===== config.mk =====
export PLATFORM = sky130hd
export DESIGN_NAME = cls_loop
export DESIGN_NICKNAME = d
export VERILOG_FILES = /design/src/cls_pkg.sv /design/src/cls_loop.sv
export VERILOG_INCLUDE_DIRS = /design/src
export SDC_FILE = /design/constraint.sdc
export NUM_CORES = 1
export LEC_CHECK = 0
export BUFFER_PORTS_ARGS = -buffer_cell sky130_fd_sc_hd__buf_2
export CAP_MARGIN = 20
export CORE_ASPECT_RATIO = 1.75
export CORE_MARGIN = 1.5
export CORE_UTILIZATION = 60
export DETAILED_ROUTE_END_ITERATION = 10
export PLACE_DENSITY = 0.8
export SYNTH_ARGS = -nofsm -noshare
export SYNTH_HDL_FRONTEND = slang
export SYNTH_SLANG_ARGS = --single-unit

===== constraint.sdc =====
create_clock -name clk -period 4.62 [get_ports clk]
set_input_delay 0 -clock clk [delete_from_list [all_inputs] [get_ports clk]]
set_output_delay 0 -clock clk [all_outputs]
set_load 0.1 [all_outputs]

===== src/cls_consts.svh =====
// Constants for the clock loop settling model: codes, thresholds and timing.
// Assumes inclusion by the design module and the testbench only.
`ifndef CLS_CONSTS_SVH
`define CLS_CONSTS_SVH
`define CLS_DIV_MAX          4'h9
`define CLS_STAGE_RST        8'h80
`define CLS_DIV_RST          4'h0
`define CLS_COARSE_PCT       8'h0F
`define CLS_FINE_PCT         8'h05
`define CLS_COARSE_STEPS     4'h8
`define CLS_MEDIUM_MAX       4'h8
`define CLS_FINE_MAX         5'h18
`define CLS_BASE_PER_CORR    3'h4
`define CLS_COARSE_UNIT      16'h002C
`define CLS_COARSE_STAGE     8'h20
`define CLS_MEDIUM_STEP      8'h04
`define CLS_FINE_STEP        8'h01
`endif


===== src/cls_pkg.sv =====
// Types for the clock loop settling model.
// Assumes cls_consts.svh supplies every numeric constant.
package cls_pkg;
  typedef enum logic [1:0] {
    CLS_OFF    = 2'b00,
    CLS_COARSE = 2'b01,
    CLS_MEDIUM = 2'b10,
    CLS_FINE   = 2'b11
  } cls_regime_t;
endpackage : cls_pkg


===== src/cls_loop.sv =====
// Digital loop filter settling model for the internal oscillator.
// Assumes err_pct and err_slow come from a frequency comparator on clk;
// the base clock and oscillator clock arrive as pins and are synchronised.
`include "cls_consts.svh"
module cls_loop
  import cls_pkg::*;
(
  input  wire logic       clk,
  input  wire logic       nrst,
  input  wire logic       internal_gen_on,
  input  wire logic       low_freq_base_clock,
  input  wire logic       internal_osc_clock,
  input  wire logic [6:0] mult_n,
  input  wire logic [7:0] err_pct,
  input  wire logic       err_slow,
  input  wire logic       wr_div,
  input  wire logic [3:0] wr_div_data,
  input  wire logic       wr_stage,
  input  wire logic [7:0] wr_stage_data,
  output logic      [3:0] osc_divider_code,
  output logic      [7:0] osc_stage_code,
  output logic            internal_clock_stable,
  output logic      [1:0] regime,
  output logic            corr_pulse
);
  function automatic logic [3:0] sat_div(input logic [3:0] d);
    sat_div = (d > `CLS_DIV_MAX) ? `CLS_DIV_MAX : d;
  endfunction : sat_div

  // Stage move with the carry or borrow kept in bit 8 for the divider
  function automatic logic [8:0] stage_step(input logic [7:0] s,
                                            input logic       up,
                                            input logic [7:0] amt);
    stage_step = up ? {1'b0, s} + {1'b0, amt} : {1'b0, s} - {1'b0, amt};
  endfunction : stage_step

  // Two-stage synchronisers; first stage read only by the second
  logic [1:0] base_sync_reg;
  logic [1:0] osc_sync_reg;
  logic       base_prev_reg;
  logic       osc_prev_reg;
  always_ff @(posedge clk) begin
    if (!nrst) begin
      base_sync_reg <= 2'b00;
      osc_sync_reg  <= 2'b00;
      base_prev_reg <= 1'b0;
      osc_prev_reg  <= 1'b0;
    end else begin
      base_sync_reg <= {base_sync_reg[0], low_freq_base_clock};
      osc_sync_reg  <= {osc_sync_reg[0], internal_osc_clock};
      base_prev_reg <= base_sync_reg[1];
      osc_prev_reg  <= osc_sync_reg[1];
    end
  end
  logic base_rise;
  logic osc_rise;
  assign base_rise = base_sync_reg[1] & ~base_prev_reg;
  assign osc_rise  = osc_sync_reg[1] & ~osc_prev_reg;

  cls_regime_t regime_reg, regime_next;
  logic [3:0]  div_reg, div_next;
  logic [7:0]  stage_reg, stage_next;
  logic        stable_reg, stable_next;
  logic        corr_reg, corr_next;
  logic [2:0]  base_cnt_reg, base_cnt_next;
  logic [22:0] osc_cnt_reg, osc_cnt_next;
  logic [22:0] coarse_len_reg, coarse_len_next;
  logic [3:0]  coarse_steps_reg, coarse_steps_next;
  logic [3:0]  med_cnt_reg, med_cnt_next;
  logic [4:0]  fine_cnt_reg, fine_cnt_next;
  logic        due;
  logic [8:0]  stage_sum;

  always_comb begin
    regime_next       = regime_reg;
    div_next          = div_reg;
    stage_next        = stage_reg;
    stable_next       = stable_reg;
    corr_next         = 1'b0;
    base_cnt_next     = base_cnt_reg;
    osc_cnt_next      = osc_cnt_reg;
    coarse_len_next   = coarse_len_reg;
    coarse_steps_next = coarse_steps_reg;
    med_cnt_next      = med_cnt_reg;
    fine_cnt_next     = fine_cnt_reg;
    due               = 1'b0;
    stage_sum         = 9'h000;
    if (!internal_gen_on) begin
      // Generator off: hold the loop and accept preloads
      regime_next   = CLS_OFF;
      stable_next   = 1'b0;
      base_cnt_next = 3'h0;
      osc_cnt_next  = 23'h00_0000;
      if (wr_div)
        div_next = sat_div(wr_div_data);
      if (wr_stage)
        stage_next = wr_stage_data;
    end else begin
      unique case (regime_reg)
        CLS_OFF: begin
          // Start from the preloaded point, not a fixed start
          regime_next       = CLS_COARSE;
          coarse_len_next   = 23'(`CLS_COARSE_UNIT) * 23'(mult_n) / 23'(`CLS_COARSE_STEPS);
          coarse_steps_next = 4'h0;
          med_cnt_next      = 4'h0;
          fine_cnt_next     = 5'h00;
        end
        CLS_COARSE: begin
          if (osc_rise)
            osc_cnt_next = osc_cnt_reg + 23'h00_0001;
          due = osc_cnt_reg >= coarse_len_reg;
        end
        CLS_MEDIUM, CLS_FINE: begin
          if (base_rise)
            base_cnt_next = base_cnt_reg + 3'h1;
          due = base_cnt_reg == `CLS_BASE_PER_CORR - 3'h1 && base_rise;
        end
      endcase
      if (regime_reg != CLS_OFF && err_pct <= `CLS_COARSE_PCT && regime_reg == CLS_COARSE)
        regime_next = CLS_MEDIUM;
      if (due) begin
        corr_next     = 1'b1;
        osc_cnt_next  = 23'h00_0000;
        base_cnt_next = 3'h0;
        unique case (regime_reg)
          CLS_COARSE: begin
            // Stage bit 5 steps; eight of them carry into the divider
            stage_sum = stage_step(stage_reg, err_slow, `CLS_COARSE_STAGE);
            coarse_steps_next = coarse_steps_reg + 4'h1;
            if (coarse_steps_reg == `CLS_COARSE_STEPS - 4'h1) begin
              coarse_steps_next = 4'h0;
              // Stop doubling at the top bit so a long pull cannot wrap to zero
              if (!coarse_len_reg[22])
                coarse_len_next = {coarse_len_reg[21:0], 1'b0};
            end
          end
          CLS_MEDIUM: begin
            stage_sum    = stage_step(stage_reg, err_slow, `CLS_MEDIUM_STEP);
            med_cnt_next = med_cnt_reg + 4'h1;
            if (err_pct < `CLS_FINE_PCT || med_cnt_reg == `CLS_MEDIUM_MAX - 4'h1) begin
              regime_next = CLS_FINE;
              stable_next = 1'b1;
            end
          end
          default: begin
            if (fine_cnt_reg != `CLS_FINE_MAX && err_pct != 8'h00) begin
              stage_sum     = stage_step(stage_reg, err_slow, `CLS_FINE_STEP);
              fine_cnt_next = fine_cnt_reg + 5'h01;
            end else begin
              // Settled or out of steps: nothing applied, so no pulse either
              stage_sum = {1'b0, stage_reg};
              corr_next = 1'b0;
            end
          end
        endcase
        stage_next = stage_sum[7:0];
        // Divider moves only on stage carry or borrow
        if (stage_sum[8] && err_slow && div_reg != `CLS_DIV_MAX)
          div_next = div_reg + 4'h1;
        else if (stage_sum[8] && err_slow)
          stage_next = 8'hFF;
        else if (stage_sum[8] && div_reg != 4'h0)
          div_next = div_reg - 4'h1;
        else if (stage_sum[8])
          stage_next = 8'h00;
      end
    end
  end

  always_ff @(posedge clk) begin
    if (!nrst) begin
      regime_reg       <= CLS_OFF;
      div_reg          <= `CLS_DIV_RST;
      stage_reg        <= `CLS_STAGE_RST;
      stable_reg       <= 1'b0;
      corr_reg         <= 1'b0;
      base_cnt_reg     <= 3'h0;
      osc_cnt_reg      <= 23'h00_0000;
      coarse_len_reg   <= 23'h00_0000;
      coarse_steps_reg <= 4'h0;
      med_cnt_reg      <= 4'h0;
      fine_cnt_reg     <= 5'h00;
    end else begin
      regime_reg       <= regime_next;
      div_reg          <= div_next;
      stage_reg        <= stage_next;
      stable_reg       <= stable_next;
      corr_reg         <= corr_next;
      base_cnt_reg     <= base_cnt_next;
      osc_cnt_reg      <= osc_cnt_next;
      coarse_len_reg   <= coarse_len_next;
      coarse_steps_reg <= coarse_steps_next;
      med_cnt_reg      <= med_cnt_next;
      fine_cnt_reg     <= fine_cnt_next;
    end
  end

  assign osc_divider_code      = div_reg;
  assign osc_stage_code        = stage_reg;
  assign internal_clock_stable = stable_reg;
  assign regime                = regime_reg;
  assign corr_pulse            = corr_reg;

  property p_div_sat;
    @(posedge clk) disable iff (!nrst) div_reg <= `CLS_DIV_MAX;
  endproperty
  a_div_sat: assert property (p_div_sat) else $error("divider above max");
  property p_preload;
    @(posedge clk) disable iff (!nrst)
      !internal_gen_on && wr_stage |=> stage_reg == $past(wr_stage_data);
  endproperty
  a_preload: assert property (p_preload) else $error("stage preload lost");
  property p_hold_on;
    @(posedge clk) disable iff (!nrst)
      internal_gen_on && !corr_next |=> $stable(stage_reg);
  endproperty
  a_hold_on: assert property (p_hold_on) else $error("stage moved without correction");
  property p_stable_off;
    @(posedge clk) disable iff (!nrst) !internal_gen_on |=> !stable_reg;
  endproperty
  a_stable_off: assert property (p_stable_off) else $error("stable while off");
  property p_stable_fine;
    @(posedge clk) disable iff (!nrst) stable_reg |-> regime_reg == CLS_FINE;
  endproperty
  a_stable_fine: assert property (p_stable_fine) else $error("stable outside fine");
  property p_base4;
    @(posedge clk) disable iff (!nrst)
      corr_reg && regime_reg == CLS_FINE |-> base_cnt_reg == 3'h0;
  endproperty
  a_base4: assert property (p_base4) else $error("base count not cleared");
  property p_fine_max;
    @(posedge clk) disable iff (!nrst) fine_cnt_reg <= `CLS_FINE_MAX;
  endproperty
  a_fine_max: assert property (p_fine_max) else $error("too many fine steps");
  property p_med_max;
    @(posedge clk) disable iff (!nrst) med_cnt_reg <= `CLS_MEDIUM_MAX;
  endproperty
  a_med_max: assert property (p_med_max) else $error("too many medium steps");
  property p_coarse_step;
    @(posedge clk) disable iff (!nrst)
      regime_reg == CLS_COARSE && due && err_slow && stage_reg < 8'hE0
      |=> stage_reg == $past(stage_reg) + 8'h20;
  endproperty
  a_coarse_step: assert property (p_coarse_step) else $error("coarse step size wrong");
endmodule : cls_loop


Yosys cells after proc, flatten, opt, wreduce, memory -nomap -nowiden. Cells that the tools add are included.

Register bits: 84. Input bits: 35. Output and inout bits: 16. Logic and storage cells: 120.

Add/subtract/negate cells: 13. $mul: 1. Order comparisons: 4. Equal/unequal tests: 11. Mux-type cells: 46. Bitwise gates (word level): 6. Reductions and logical operators: 24.

Operators by type and width (count): $mux 23 (5); $mux 4 (14); $mux 8 (7); $mux 9 (6); $add 23x1->23 const B (1); $ge 23x23->1 (1); $mux 5 (4); $pmux 9 s2 (1); $add 4x1->4 const B (3); $mul 4x7->11 const A (1); $mux 2 (5); $add 8x1->9 const B (1); $add 8x3->9 const B (1); $add 8x6->9 const B (1); $sub 8x1->9 const B (1); $sub 8x3->9 const B (1); $sub 8x6->9 const B (1); $eq 4x3->1 const B (2); $le 8x4->1 const B (1); $lt 8x3->1 const B (1); $reduce_and 2->1 (4); $reduce_bool 8->1 (1); $logic_and 1x1->1 (7); $reduce_and 3->1 (2); other kinds (23) (33).

Logic depth before layout (Yosys ltp).
Depth after elaboration: 13. Gate-level depth with buffers: 17. Gate-level depth less buffers: 15.

Worst setup path after synthesis. Ideal clock, no wire load.

Kind: reg-to-reg. From: register stage_reg[5], in the netlist osc_stage_code[5]. To: register div_reg[3], in the netlist osc_divider_code[3]. Arrival: 4088 ps. Required time: 4501 ps. Path slack: 413 ps. Cell stages (with the launch flop): 15. Path buffers: 1. Clock period less this slack: 4207 ps. Cells stage by stage: dfxtp_1 -> ha_1 -> buf_2 -> a211oi_2 -> o22ai_1 -> mux2_4 -> a221oi_2 -> or3_1 -> ha_1 -> a21o_1 -> a21oi_1 -> xnor2_1 -> nor2_1 -> a221o_1 -> o221a_2.

Word-level cells in the longest chain between the ends: 11.

RTL lines: start, declared (line cls_loop.sv:62) `logic [7:0] stage_reg, stage_next;`; start signal, assigned (line cls_loop.sv:174) `` stage_reg <= `CLS_STAGE_RST; ``; start signal, assigned (line cls_loop.sv:186) `stage_reg <= stage_next;`; $sub 8x1->9 / $add 8x1->9 (equally long branches) (line cls_loop.sv:34) `stage_step = up ? {1'b0, s} + {1'b0, amt} : {1'b0, s} - {1'b0, amt};`; $mux 9 (line cls_loop.sv:34); $mux 9 (line cls_loop.sv:146) `` if (fine_cnt_reg != `CLS_FINE_MAX && err_pct != 8'h00) begin ``; $pmux 9 s2 * (line cls_loop.sv:125) `unique case (regime_reg)`; $mux 9 * (line cls_loop.sv:121) `if (due) begin`; $mux 9 * (line cls_loop.sv:88) `if (!internal_gen_on) begin`; $logic_and 1x1->1 (line cls_loop.sv:158, cls_loop.sv:160); $logic_and 1x1->1 (no source line); $mux 4 (line cls_loop.sv:158) `` if (stage_sum[8] && err_slow && div_reg != `CLS_DIV_MAX) ``; $mux 4 (line cls_loop.sv:121); $mux 4 (line cls_loop.sv:88); end signal, assigned (line cls_loop.sv:173) `` div_reg <= `CLS_DIV_RST; ``; end signal, assigned (line cls_loop.sv:185) `div_reg <= div_next;`; end, declared (line cls_loop.sv:61) `logic [3:0] div_reg, div_next;`.

Every way passes the cells marked *; elsewhere a longest branch is shown, timed or not. The select of a mux whose other input is x is not followed. A chain may end at the register's enable or synchronous reset.

Worst setup path after layout.
From: register regime_reg[1], in the netlist regime[1]. To: register div_reg[3], in the netlist osc_divider_code[3].

Word-level cells in the longest chain between the ends: 9.

RTL lines: start, declared (line cls_loop.sv:60) `cls_regime_t regime_reg, regime_next;`; start signal, assigned (line cls_loop.sv:184) `regime_reg <= regime_next;`; $eq 2x2->1 / $eq 2x1->1 (equally long branches) (line cls_loop.sv:99, cls_loop.sv:125); $pmux 9 s2 (line cls_loop.sv:125); $mux 9 (line cls_loop.sv:121); $mux 9 (line cls_loop.sv:88); $logic_and 1x1->1 (line cls_loop.sv:158, cls_loop.sv:160); $logic_and 1x1->1 (no source line); $mux 4 (line cls_loop.sv:158); $mux 4 (line cls_loop.sv:121); $mux 4 (line cls_loop.sv:88).

Parallel ways exist; a longest one is shown, timed or not. The select of a mux whose other input is x is not followed.

==> flow_summary_export.csv <==
group,metric,value,unit
sta,setup-violations-final,0,
sta,timing.final.hold_violations,0,
logic_synthesis,synth_top_family_by_area,"compound AO/OA/AOI/OAI gates",
placed_design,detailed_place.area,6300,um2
drt,vias_per_cell,6.31,
layout,diodes,0,
placed_design,portBuffers,50,
layout,postLayoutCellArea,6690,um2
floorplanning,dieArea,10700,um2
pwr,report.power.total,2.06,mW
pwr,comb_power_share,0.235,
logic_synthesis,synth_edf_count,0,
layout,area.growth.synth_to_final,11.0,%
grt,grt_max_degree,46,
grt,antenna_found_initial,0,
placed_design,place_worst_setup_slack,0.718,ns
grt,grt_pass1_vias,5741,
pwr,netSwitchingFraction,0.321,
worst_setup_path,worstPathMaxFanout,12,
drt,firstDrtPassIters,5,
pwr,vdd.ir_drop.worst,0.000253,V
drt,vias,5702,
sta,fin_tns_setup,0,ns
pwr,powerDensity,308,nW/um2
layout,mostFrequentLayoutCells,"dfxtp_1, nor2_1, inv_1, ha_1, nand2_1",
grt,grt-ovfl-total,0,
logic_synthesis,ys_seq_area_frac,0.279,
layout,final_core_util,0.684,
logic_synthesis,synth-warning-count,0,
floorplanning,num_rows,48,
floorplanning,ioPinCount,51,
logic_synthesis,dominantRegCellSynth,"dfxtp_1",
drt,antenna_left,0,
worst_setup_path,worst_ep_arrival_time,4.17,ns
floorplanning,floorplan.initialDensity,0.616,
logic_synthesis,yosys_register_bits,84,
logic_synthesis,async_reset_ff_frac,0,
logic_synthesis,post_synth_instance_area,6030,um2
sta,hold_slack,0.0460,ns
clock_tree,clock_pin_slew_on_the_worst_setup_and_hold_paths,0.07,ns
run_status,run_status,"finished clean",
drt,drcViolationCount,0,
sta,grt_setup_unrepaired,"false",
drt,detailedRoute.firstIterationViolations,305,
grt,grt_util_all_layers,0.314,
pwr,sequentialPowerShare,0.372,
sta,maxClockFrequency,254,MHz
clock_tree,clkLatencyLatePin,0.35,ns
grt,wire_length_of_the_first_global_routing_pass,26300,um
logic_synthesis,synth.avg_cell_area,8.17,um2
placed_design,gp_routability_congestion,0.953,
worst_setup_path,worst-setup-path-type,"reg -> reg",
sta,remaining_max_slew_budget_at_the_tightest_pin,0.406,
sta,clock_tree_skew_after_final_layout,0.00814,ns
pwr,cellLeakagePower,2.64,nW
pwr,pwr-share-clk,0.393,
worst_setup_path,worst-endpoint-required,4.86,ns
logic_synthesis,post_synth_mux_area_share,0.0108,
flow_run,max_cap_viol_count,0,
logic_synthesis,synthSimpleGateAreaFrac,0.198,
logic_synthesis,number_of_standard_cells_after_synthesis,738,
worst_setup_path,worst_setup_path_end_kind,"register",
sta,min_period,3.93,ns
clock_tree,cts-resized-gates,0,
placed_design,dpl.hpwl,12000,um
logic_synthesis,synth.distinct_cells,75,
logic_synthesis,synth_area_leaders,"dfxtp_1, ha_1, nor2_1",
sta,worst_slack,0.687,ns
worst_hold_path,worstHoldPathType,"in -> reg",
sta,worst_pin_slew,0.885,ns
layout,drive_gt1_frac,0.125,
drt,routed_wl,16000,um
logic_synthesis,yosys.area.top_type_share,0.279,
sta,report.final.slew_viol_count,0,
logic_synthesis,synth_adder_area_share,0.155,
placed_design,dp_cells,881,
clock_tree,cts_htree_levels,3,
floorplanning,fp.dieW,78.8,um
floorplanning,die_h,136,um
layout,layout_commonest_cell,"dfxtp_1",
pwr,internal_power,1.40,mW
logic_synthesis,syn_nets,843,
pwr,power.switching,0.661,mW
clock_tree,cts_max_path_buffers,2,
clock_tree,clock_tree.root_cell,"clkbuf_16",
clock_tree,cts-buffers-inserted,9,
layout,layout_nets,878,
logic_synthesis,yosysTopAreaCell,"dfxtp_1",
layout,layoutNonFillerInstCount,903,
floorplanning,core_region_area,9790,um2
logic_synthesis,post_synthesis_xor_xnor_area_fraction,0.0552,
drt,avgRoutedWirePerCell,17.7,um
worst_setup_path,timing.critical_path.from_type,"register",
clock_tree,cts_tree,"built",
clock_tree,numClockSinks,84,
sta,final_period_util,0.851,
logic_synthesis,synth_compound_gate_area_share,0.233,
==> synthesized netlist by cell type (3+ instances only) <==
library cell,instances
o2111ai_1,5
o31ai_1,4
mux2i_1,5
ha_1,62
or3_1,7
nand2b_1,4
a32o_1,5
o22ai_1,19
nor2b_1,5
o21ai_0,24
nor2_1,66
xnor2_1,15
dfxtp_1,84
a21oi_1,40
or2_2,6
or2_1,3
fa_1,8
nand2_1,51
nand4_1,14
a31oi_1,11
buf_2,13
o211a_1,3
or4_1,4
o31a_1,4
a221o_1,3
xor2_1,23
nor4_1,4
a21o_1,5
clkbuf_1,20
and3_1,4
a2111oi_2,4
inv_1,62
nand3_1,32
o211ai_1,21
o21a_1,7
nor3_1,23
a211oi_1,9
and4_1,3
and2_1,9
==> worst max-delay path, stage by stage, from the launching register on <==
cell,delay [ns]
dfxtp_1,0.37
inv_1,0.10
ha_1,0.44
clkinv_1,0.43
o31ai_1,0.38
a221oi_2,0.15
or3_1,0.50
ha_1,0.30
a21o_1,0.18
a21oi_1,0.16
xnor2_1,0.17
nor2_1,0.07
a221o_1,0.32
o221a_2,0.26
==> area by class of cell <==
cell class	instances	area, um2
multi-input cells	552	3930
inverters	64	240
repair buffers	62	355
well taps	125	156
fillers	818	3100
flip-flops and latches	84	1680
clock inverters	7	103
clock buffers	9	225
==> routing by layer <==
layer	vias up	global-route usage	part of all wire
met5	-	0	0
met1	2717	0.311	0.36
li1	2740	-	-
met4	0	0.191	0.052
met3	59	0.0552	0.044
met2	186	0.590	0.54
==> repair_timing <==
item	CTS	global route
endpoints found under the hold margin	6	0
setup buffers	0	0
endpoints found under the setup margin	0	0
hold buffers	6	0
==> power groups by stage <==
| stage | clock network, mW | registers [mW] | logic (mW) |
|---|---|---|---|
| finish | 0.810 | 0.767 | 0.484 |
| global route | 0.855 | 0.769 | 0.529 |
| CTS | 0.816 | 0.766 | 0.478 |
| detailed placement | 0 | 0.783 | 0.471 |
| global placement | 0 | 0.782 | 0.461 |
| floorplan | 0 | 0.839 | 0.306 |
==> final timing paths <==
| kind | startpoint | to | cells past startpoint | slack [ns] |
|---|---|---|---|---|
| hold / removal | wr_div_data[3] | osc_divider_code[1] | 4 | 0.05 |
| setup / recovery | regime[1] | osc_divider_code[3] | 13 | 0.69 |
| setup reg to reg | regime[1] | osc_divider_code[3] | 13 | 0.69 |
| hold reg to reg | base_sync_reg[0] | base_sync_reg[1] | 1 | 0.44 |
==> kinds of logic after synthesis <==
family / Yosys count
simple gates: 243
flops: 84
mux: 6
xor+xnor: 38
buf+inv: 102
compound gates: 195
fa+ha+maj: 70
No activity file was read; power rests on OpenSTA's default activity.
